--- src/hw/csiw_defs.vh ---
// Purpose: constants for the socket status-change and window-enable block
// Assumes: registers are addressed by a 12-bit socket offset, 8-bit data
// Notes: offsets are byte offsets within the socket register space
`ifndef CSIW_DEFS_VH
`define CSIW_DEFS_VH

// ==========================================================================
// register offsets
`define CSIW_OFS_LEGACY_CTRL 12'h803
`define CSIW_OFS_STATUS 12'h804
`define CSIW_OFS_IRQ_CONFIG 12'h805
`define CSIW_OFS_WIN_EN 12'h806
`define CSIW_OFS_GLOBAL_CTRL 12'h81E

// ==========================================================================
// field positions
`define CSIW_LEGACY_PCI_ROUTE_BIT 4
`define CSIW_GLOBAL_CLR_MODE_BIT 2
`define CSIW_ROUTE_SEL_MSB 7
`define CSIW_ROUTE_SEL_LSB 4
`define CSIW_CD_BIT 3
`define CSIW_READY_BIT 2
`define CSIW_BATWARN_BIT 1
`define CSIW_BATDEAD_BIT 0
`define CSIW_IO_WIN1_BIT 7
`define CSIW_IO_WIN0_BIT 6
`define CSIW_MEM_WIN_MSB 4
`define CSIW_MEM_WIN_LSB 0

// ==========================================================================
// routing codes, window-enable mask and reset values
`define CSIW_ROUTE_PCI 4'h0
`define CSIW_ROUTE_SMI 4'h2
`define CSIW_WIN_EN_MASK 8'hDF
`define CSIW_RST_IRQ_CONFIG 8'h00
`define CSIW_RST_WIN_EN 8'h00
`define CSIW_RST_BYTE 8'h00

`endif

--- src/hw/csiw_flag.v ---
// Purpose: one sticky status-change flag
// Assumes: set and clear are one-cycle qualified pulses or levels
// Notes: set wins over clear so no event is lost in a clear cycle
`timescale 1ns/1ps

module csiw_flag (
  input wire clk,
  input wire rst_n,
  input wire sync_clr,
  input wire set,
  input wire clr,
  output wire q
);

  reg flag_r;
  reg flag_nxt;

  // ==========================================================================
  // next value: set beats software clear, reset beats everything
  always @* begin
    flag_nxt = flag_r;
    if (sync_clr) begin
      flag_nxt = 1'b0;
    end else if (set) begin
      flag_nxt = 1'b1;
    end else if (clr) begin
      flag_nxt = 1'b0;
    end
  end

  // state
  always @(posedge clk or negedge rst_n) begin
    if (!rst_n) begin
      flag_r <= 1'b0;
    end else begin
      flag_r <= flag_nxt;
    end
  end

  assign q = flag_r;

endmodule // csiw_flag

--- src/hw/csiw_top.v ---
// Purpose: per-socket status-change interrupt routing and window enables
// Assumes: all inputs synchronous to REF_CLK; RST_B is the global reset
// Notes: PCI_RESET_N is a synchronous level; card status inputs are levels
//
// Overview of operation
// RQ1 - upper config nibble selects status-change destination
// RQ2 - code zero, diag bit set: PCI
// RQ3 - code zero, diag clear: PCI via legacy bit
// RQ4 - nonzero code steers to IRQ line or SMI
// RQ5 - card detect change raises interrupt when enabled
// RQ6 - ready rising edge raises interrupt when enabled
// RQ7 - battery warning raises interrupt when enabled
// RQ8 - battery dead or status change interrupts
// RQ9 - enables survive PCI reset while wake enabled; only the source enables do, window enables clear on every PCI reset
// RQ10 - disabled windows never acknowledge host cycles
// RQ11 - bits 7,6 enable I/O windows 1,0
// RQ12 - bits 4..0 enable memory windows 4..0
// RQ13 - window enable bit 5 reads zero
// RQ14 - disabled source flag reads zero, enabled sets
// RQ15 - flags clear by read or write-one
// RQ16 - destination held while any enabled flag set
`timescale 1ns/1ps
`include "csiw_defs.vh"

module csiw_top (
  input wire REF_CLK,
  input wire RST_B,
  input wire PCI_RESET_N,
  input wire PME_EN,
  input wire DIAG_CSC_TO_PCI,
  input wire [11:0] REG_ADDR,
  input wire REG_WR,
  input wire REG_RD,
  input wire [7:0] REG_WDATA,
  output wire [7:0] REG_RDATA,
  input wire CARD_IS_IO,
  input wire CARD_CD1_N,
  input wire CARD_CD2_N,
  input wire CARD_READY,
  input wire CARD_BAT_WARN,
  input wire CARD_BAT_DEAD,
  input wire HOST_MEM_CYCLE,
  input wire [4:0] HOST_MEM_HIT,
  input wire HOST_IO_CYCLE,
  input wire [1:0] HOST_IO_HIT,
  output wire HOST_ACK,
  output wire [4:0] MEM_WIN_EN,
  output wire [1:0] IO_WIN_EN,
  output wire INT_PCI,
  output wire INT_SMI,
  output wire [15:0] INT_IRQ
);

  // ==========================================================================
  // reset qualification
  // the pci reset only clears wake context when wake is off
  wire pci_rst = ~PCI_RESET_N;
  wire ctx_rst = pci_rst & ~PME_EN; // RQ9

  // ==========================================================================
  // register write and status-read decode
  wire wr_legacy = REG_WR && (REG_ADDR == `CSIW_OFS_LEGACY_CTRL);
  wire wr_status = REG_WR && (REG_ADDR == `CSIW_OFS_STATUS);
  wire wr_config = REG_WR && (REG_ADDR == `CSIW_OFS_IRQ_CONFIG);
  wire wr_win_en = REG_WR && (REG_ADDR == `CSIW_OFS_WIN_EN);
  wire wr_global = REG_WR && (REG_ADDR == `CSIW_OFS_GLOBAL_CTRL);
  wire rd_status = REG_RD && (REG_ADDR == `CSIW_OFS_STATUS);

  // ==========================================================================
  // configuration registers
  reg [3:0] route_sel_r;
  reg [3:0] route_sel_nxt;
  reg [3:0] src_en_r;
  reg [3:0] src_en_nxt;
  reg [7:0] win_en_r;
  reg [7:0] win_en_nxt;
  reg legacy_pci_route_r;
  reg legacy_pci_route_nxt;
  reg clr_mode_w1c_r;
  reg clr_mode_w1c_nxt;

  // routing field follows any reset; enable bits are wake context
  always @* begin
    route_sel_nxt = route_sel_r;
    src_en_nxt = src_en_r;
    if (wr_config) begin
      route_sel_nxt = REG_WDATA[`CSIW_ROUTE_SEL_MSB:`CSIW_ROUTE_SEL_LSB]; // RQ1
      src_en_nxt = REG_WDATA[3:0];
    end
    if (pci_rst) begin
      route_sel_nxt = 4'h0;
    end
    if (ctx_rst) begin
      src_en_nxt = 4'h0; // RQ9
    end
  end

  // window enables: reserved bit never stored
  always @* begin
    win_en_nxt = win_en_r;
    if (wr_win_en) begin
      win_en_nxt = REG_WDATA & `CSIW_WIN_EN_MASK; // RQ13
    end
    if (pci_rst) begin
      win_en_nxt = `CSIW_RST_WIN_EN; // RQ10
    end
  end

  // legacy pci routing bit and clear-mode select
  always @* begin
    legacy_pci_route_nxt = legacy_pci_route_r;
    clr_mode_w1c_nxt = clr_mode_w1c_r;
    if (wr_legacy) begin
      legacy_pci_route_nxt = REG_WDATA[`CSIW_LEGACY_PCI_ROUTE_BIT];
    end
    if (wr_global) begin
      clr_mode_w1c_nxt = REG_WDATA[`CSIW_GLOBAL_CLR_MODE_BIT]; // RQ15
    end
    if (pci_rst) begin
      legacy_pci_route_nxt = 1'b0;
      clr_mode_w1c_nxt = 1'b0;
    end
  end

  // configuration state
  always @(posedge REF_CLK or negedge RST_B) begin
    if (!RST_B) begin
      {route_sel_r, src_en_r} <= `CSIW_RST_IRQ_CONFIG; // RQ9
      win_en_r <= `CSIW_RST_WIN_EN; // RQ10
      legacy_pci_route_r <= 1'b0;
      clr_mode_w1c_r <= 1'b0;
    end else begin
      route_sel_r <= route_sel_nxt;
      src_en_r <= src_en_nxt;
      win_en_r <= win_en_nxt;
      legacy_pci_route_r <= legacy_pci_route_nxt;
      clr_mode_w1c_r <= clr_mode_w1c_nxt;
    end
  end

  // ==========================================================================
  // card status edge detection
  reg cd1_q_r;
  reg cd2_q_r;
  reg ready_q_r;
  reg warn_q_r;
  reg dead_q_r;
  reg edge_armed_r;

  // previous levels; first cycle after reset only arms, so no false edge
  always @(posedge REF_CLK or negedge RST_B) begin
    if (!RST_B) begin
      cd1_q_r <= 1'b1;
      cd2_q_r <= 1'b1;
      ready_q_r <= 1'b0;
      warn_q_r <= 1'b0;
      dead_q_r <= 1'b0;
      edge_armed_r <= 1'b0;
    end else begin
      cd1_q_r <= CARD_CD1_N;
      cd2_q_r <= CARD_CD2_N;
      ready_q_r <= CARD_READY;
      warn_q_r <= CARD_BAT_WARN;
      dead_q_r <= CARD_BAT_DEAD;
      edge_armed_r <= 1'b1;
    end
  end

  // raw events; ready and warning exist only for memory cards
  wire ev_cd = edge_armed_r & ((CARD_CD1_N ^ cd1_q_r) | (CARD_CD2_N ^ cd2_q_r)); // RQ5
  wire ev_ready = edge_armed_r & ~CARD_IS_IO & CARD_READY & ~ready_q_r; // RQ6
  wire ev_warn = edge_armed_r & ~CARD_IS_IO & CARD_BAT_WARN & ~warn_q_r; // RQ7
  wire ev_dead = edge_armed_r & CARD_BAT_DEAD & ~dead_q_r; // RQ8

  // ==========================================================================
  // sticky status-change flags
  wire [3:0] ev_vec;
  wire [3:0] flag_q;
  wire [3:0] flag_set;
  wire [3:0] flag_clr;

  assign ev_vec[`CSIW_CD_BIT] = ev_cd;
  assign ev_vec[`CSIW_READY_BIT] = ev_ready;
  assign ev_vec[`CSIW_BATWARN_BIT] = ev_warn;
  assign ev_vec[`CSIW_BATDEAD_BIT] = ev_dead;

  // a source only sets its flag while enabled
  assign flag_set = ev_vec & src_en_r; // RQ14

  // clear by status read or by write-one, per mode; disabled flags drop
  assign flag_clr = ({4{rd_status & ~clr_mode_w1c_r}}) | // RQ15
                    ({4{wr_status & clr_mode_w1c_r}} & REG_WDATA[3:0]) |
                    ~src_en_r; // RQ14

  genvar gi;
  generate
    for (gi = 0; gi < 4; gi = gi + 1) begin : g_flag
      csiw_flag u_flag (
        .clk(REF_CLK),
        .rst_n(RST_B),
        .sync_clr(ctx_rst),
        .set(flag_set[gi]),
        .clr(flag_clr[gi]),
        .q(flag_q[gi])
      );
    end
  endgenerate

  // ==========================================================================
  // interrupt routing
  // a level is held while any enabled flag stands
  wire pending = |(flag_q & src_en_r); // RQ16
  wire pci_path = DIAG_CSC_TO_PCI | legacy_pci_route_r; // RQ2 RQ3

  reg int_pci_r;
  reg int_pci_nxt;
  reg int_smi_r;
  reg int_smi_nxt;
  reg [15:0] int_irq_r;
  reg [15:0] int_irq_nxt;

  // one destination per code; code zero never drives a legacy line
  always @* begin
    int_pci_nxt = 1'b0;
    int_smi_nxt = 1'b0;
    int_irq_nxt = 16'h0000;
    if (route_sel_r == `CSIW_ROUTE_PCI) begin
      int_pci_nxt = pending & pci_path; // RQ2 RQ3
    end else if (route_sel_r == `CSIW_ROUTE_SMI) begin
      int_smi_nxt = pending; // RQ4
    end else begin
      int_irq_nxt[route_sel_r] = pending; // RQ4
    end
  end

  // registered so the host sees glitch-free levels
  always @(posedge REF_CLK or negedge RST_B) begin
    if (!RST_B) begin
      int_pci_r <= 1'b0;
      int_smi_r <= 1'b0;
      int_irq_r <= 16'h0000;
    end else begin
      int_pci_r <= int_pci_nxt;
      int_smi_r <= int_smi_nxt;
      int_irq_r <= int_irq_nxt; // RQ16
    end
  end

  assign INT_PCI = int_pci_r;
  assign INT_SMI = int_smi_r;
  assign INT_IRQ = int_irq_r;

  // ==========================================================================
  // window gating of host cycles
  wire [4:0] mem_en = win_en_r[`CSIW_MEM_WIN_MSB:`CSIW_MEM_WIN_LSB]; // RQ12
  wire [1:0] io_en = {win_en_r[`CSIW_IO_WIN1_BIT], win_en_r[`CSIW_IO_WIN0_BIT]}; // RQ11

  reg host_ack_r;
  reg host_ack_nxt;

  // an address hit alone is not enough: the window must be on
  always @* begin
    host_ack_nxt = 1'b0;
    if (HOST_MEM_CYCLE && |(HOST_MEM_HIT & mem_en)) begin
      host_ack_nxt = 1'b1; // RQ10
    end else if (HOST_IO_CYCLE && |(HOST_IO_HIT & io_en)) begin
      host_ack_nxt = 1'b1; // RQ10
    end
  end

  // acknowledge one cycle after the request
  always @(posedge REF_CLK or negedge RST_B) begin
    if (!RST_B) begin
      host_ack_r <= 1'b0;
    end else begin
      host_ack_r <= host_ack_nxt;
    end
  end

  assign HOST_ACK = host_ack_r;
  assign MEM_WIN_EN = mem_en;
  assign IO_WIN_EN = io_en;

  // ==========================================================================
  // register read path
  reg [7:0] rdata_r;
  reg [7:0] rdata_nxt;

  // unmapped offsets read zero; status upper nibble is reserved
  always @* begin
    rdata_nxt = rdata_r;
    if (REG_RD) begin
      if (REG_ADDR == `CSIW_OFS_STATUS) begin
        rdata_nxt = {4'h0, flag_q & src_en_r}; // RQ14
      end else if (REG_ADDR == `CSIW_OFS_IRQ_CONFIG) begin
        rdata_nxt = {route_sel_r, src_en_r};
      end else if (REG_ADDR == `CSIW_OFS_WIN_EN) begin
        rdata_nxt = win_en_r & `CSIW_WIN_EN_MASK; // RQ13
      end else if (REG_ADDR == `CSIW_OFS_LEGACY_CTRL) begin
        rdata_nxt = `CSIW_RST_BYTE;
        rdata_nxt[`CSIW_LEGACY_PCI_ROUTE_BIT] = legacy_pci_route_r;
      end else if (REG_ADDR == `CSIW_OFS_GLOBAL_CTRL) begin
        rdata_nxt = `CSIW_RST_BYTE;
        rdata_nxt[`CSIW_GLOBAL_CLR_MODE_BIT] = clr_mode_w1c_r;
      end else begin
        rdata_nxt = `CSIW_RST_BYTE;
      end
    end
  end

  // read data holds until the next read
  always @(posedge REF_CLK or negedge RST_B) begin
    if (!RST_B) begin
      rdata_r <= `CSIW_RST_BYTE;
    end else begin
      rdata_r <= rdata_nxt;
    end
  end

  assign REG_RDATA = rdata_r;

endmodule // csiw_top

--- config.mk ---
export PLATFORM = sky130hd
export DESIGN_NAME = csiw_top
export DESIGN_NICKNAME = d
export VERILOG_FILES = /design/src/hw/csiw_flag.v /design/src/hw/csiw_top.v
export VERILOG_INCLUDE_DIRS = /design/src /design/src/hw
export SDC_FILE = /design/constraint.sdc
export NUM_CORES = 1
export LEC_CHECK = 0
export ABC_AREA = 1
export ABC_CLOCK_PERIOD_IN_PS = 1050
export BUFFER_PORTS_ARGS = -buffer_cell sky130_fd_sc_hd__buf_2
export CELL_PAD_IN_SITES_DETAIL_PLACEMENT = 0
export CELL_PAD_IN_SITES_GLOBAL_PLACEMENT = 2
export CORE_MARGIN = 2
export CORE_UTILIZATION = 25
export CTS_BUF_LIST = sky130_fd_sc_hd__clkbuf_4 sky130_fd_sc_hd__clkbuf_8
export DETAILED_ROUTE_END_ITERATION = 16
export PLACE_DENSITY = 0.76
export SLEW_MARGIN = 10
export SYNTH_ARGS = -nofsm -noshare
export SYNTH_HDL_FRONTEND = slang
export SYNTH_SLANG_ARGS = --single-unit
--- constraint.sdc ---
create_clock -name REF_CLK -period 1.05 [get_ports REF_CLK]
set_input_delay 0.315 -clock REF_CLK [delete_from_list [all_inputs] [get_ports REF_CLK]]
set_output_delay 0.315 -clock REF_CLK [all_outputs]
set_load 0.05 [all_outputs]
==> flow_metrics.env <==
export IMPL_async_reset_ff_share_pct=100
export IMPL_finalNonFillerCells=574
export IMPL_drtAntennaViolNets=0
export IMPL_grt_pass1_wl_um=12600
export IMPL_ys_warn_count=0
export IMPL_arrival_ns=0.94
export IMPL_dp_cells=538
export IMPL_place_congestion=0.813
export IMPL_syn_inst=294
export IMPL_crit_buf_inv=1
export IMPL_layout_drive_gt1_share_pct=56.7
export IMPL_critPathRequiredTime_ns=0.73
export IMPL_cts_root_buf="clkbuf_8"
export IMPL_path_class="reg -> out"
export IMPL_status="complete, but fails checks"
export IMPL_fp_dieH_um=104
export IMPL_ys_flop_type="dfrtp_1"
export IMPL_grt_pass1_vias=2531
export IMPL_ir_worst_vdd_mv=0.473
export IMPL_ios=76
export IMPL_ys_types=29
export IMPL_fmax_mhz=794
export IMPL_cts_buffers=5
export IMPL_maxSlewViolCount=0
export IMPL_finClkSkew_ns=0.00924
export IMPL_crit_path_max_fanout=2
export IMPL_grt_setup_unrepaired="yes"
export IMPL_syn_cell_area_sq_um=2480
export IMPL_diodes=0
export IMPL_ys_ff_latch=54
export IMPL_cts_sinks=54
export IMPL_yosys_area_top_type="dfrtp_1"
export IMPL_whs_ns=0.101
export IMPL_numPortBuffers=75
export IMPL_clk_path_buf_depth=2
export IMPL_final_core_utilization_pct=45.6
export IMPL_yosysTopAreaCellShare_pct=52.4
export IMPL_areaGrowthSynthToFinish_pct=78.5
export IMPL_finalSetupTns_ns=-5.81
export IMPL_drt_vias_per_instance=4.34
export IMPL_rows=36
export IMPL_yosys_top_cells_area="dfrtp_1, nand2_1, nand3_1, nor2_1, inv_1"
export IMPL_insertion_delay_ns=0.31
export IMPL_fin_crit_ns=1.26
export IMPL_worstSetupEndpointType="primary output"
export IMPL_cts_tree="built"
export IMPL_hold_viol=0
export IMPL_antenna_found_initial=0
export IMPL_grt_usage_pct=14.6
export IMPL_h_tree_depth=2
export IMPL_dieArea_sq_um=10700
export IMPL_min_path_type="in -> reg"
export IMPL_worstSetupStartpointType="flop"
export IMPL_finalWorstSetupSlack_ns=-0.210
export IMPL_first_pass_iters=4
export IMPL_period_share_pct=120
export IMPL_crit_slowest_cell="dfrtp_1"
export IMPL_grt_start_max_net_pins=25
export IMPL_clkTransAtPathRegs_ns=0.10
export IMPL_path_delay_family="flip-flops"
export IMPL_post_dp_hpwl_um=5800
export IMPL_drv_cap=0
export IMPL_grt_overflow=0
export IMPL_wire_per_inst_um=13.7
export IMPL_syn_avg_cell_area_sq_um=8.45
export IMPL_violations="setup timing"
export IMPL_start_util_pct=25.5
export IMPL_critPathMaxStageDelay_ns=0.44
export IMPL_chipWidth_um=104
export IMPL_synth_edf_count=0
export IMPL_crit_chain="buf_6"
export IMPL_ys_seq_area_share_pct=54.5
export IMPL_nets=482
export IMPL_drt_iter0_markers=121
export IMPL_power_density_nw_per_um2=903
export IMPL_drc=0
export IMPL_p_leak_nw=2.24
export IMPL_wirelength_um=7840
export IMPL_setup_viol=58
export IMPL_vias=2490
export IMPL_core_area_sq_um=9730
-- state kept, by name, summed over array words and instances, names as in the netlist --
name                count
INT_IRQ                16
legacy_pci_route_r      1
dead_q_r                1
win_en_r                7
INT_SMI                 1
src_en_r                4
g_flag.u_flag.q         4
clr_mode_w1c_r          1
REG_RDATA               8
route_sel_r             4
HOST_ACK                1
INT_PCI                 1
ready_q_r               1
cd2_q_r                 1
cd1_q_r                 1
warn_q_r                1
edge_armed_r            1
-- synth_stat cells, types with 3 or more instances --
cell / n
a21oi_1: 5
dfrtp_1: 52
inv_1: 30
nand2_1: 77
nand3_1: 39
nand4_1: 10
nor2_1: 35
nor2_2: 4
nor3_1: 5
o21ai_0: 5
o21ai_1: 4
o31ai_1: 3
-- path summary, 6_finish.rpt --
path	from	end	slack, ns	cells after the start
max in group asynchronous	RST_B	route_sel_r[0]	0.15	3
max reg2reg	win_en_r[3]	HOST_ACK	-0.09	6
min reg2reg	dead_q_r	g_flag[0].u_flag.q	0.54	3
min in group asynchronous	RST_B	INT_IRQ[4]	0.41	2
min	CARD_CD2_N	cd2_q_r	0.10	1
max	REG_RDATA[6]	REG_RDATA[6]	-0.21	1
-- cell type report --
type	count	area, sq um
fillers	975	5300
clock inverters	2	37.5
repair buffers	140	1250
well taps	133	166
flip-flops and latches	54	1360
clock buffers	6	76.3
inverters	32	140
multi-input cells	207	1410
-- metrics by stage --
stage          cell area [sq um]  setup slack (ns)  total power, mW
2_1_floorplan               2530            -0.225             2.25
4_1_cts                     3970            -0.199             3.95
3_5_place_dp                3400            -0.472             2.50
5_1_grt                     4430            -0.236             4.16
3_3_place_gp                3400            -0.464             2.50
6_report                    4430            -0.210             4.01
-- routing by layer --
metal / up-vias / track usage, % / share of wire (%)
met5: - / 0 / 0
met1: 1184 / 18.1 / 44
met4: 0 / 3.57 / 1.1
li1: 1238 / - / -
met3: 8 / 2.83 / 3.2
met2: 60 / 26.0 / 52
-- layout by cell type (no fill, tap or decap), types with 4 or more instances in the layout --
cell,instances
nand2_1,61
buf_6,56
dfrtp_1,48
buf_4,45
buf_2,32
inv_1,22
nand3_1,19
nor2_2,16
nor2_4,14
nand3_2,14
nand2_2,13
nor2_1,11
nand4_1,10
nand3_4,6
inv_2,6
nand2_4,6
o21ai_1,6
clkbuf_8,5
buf_12,4
dfrtp_2,4
-- repair_timing --
item | in CTS | in global routing
hold buffers | 1 | 0
endpoints found under the hold margin | 8 | 0
endpoints found under the setup margin | 75 | 80
gates cloned | 1 | 0
pin swaps | 14 | 40
setup buffers | 14 | 13
resized for setup | 99 | 105
-- kinds of logic after synthesis --
group,count (synthesis),synth area share [%]
AOI/OAI and AO/OA,21,5.09
xor gates and xnor gates,2,0.705
buffers and inverters,35,5.44
DFF,54,54.5
other,2,0.302
and+or+nand+nor,180,34.0
-- power breakdown --
part | internal, mW | total (mW) | switching [mW] | leakage [nW]
logic | 0.208 | 0.456 | 0.248 | 1.46
clock network | 0.739 | 1.45 | 0.708 | 0.0548
registers | 2.10 | 2.10 | 0.00585 | 0.727
Power figures use the tool's default switching activity.
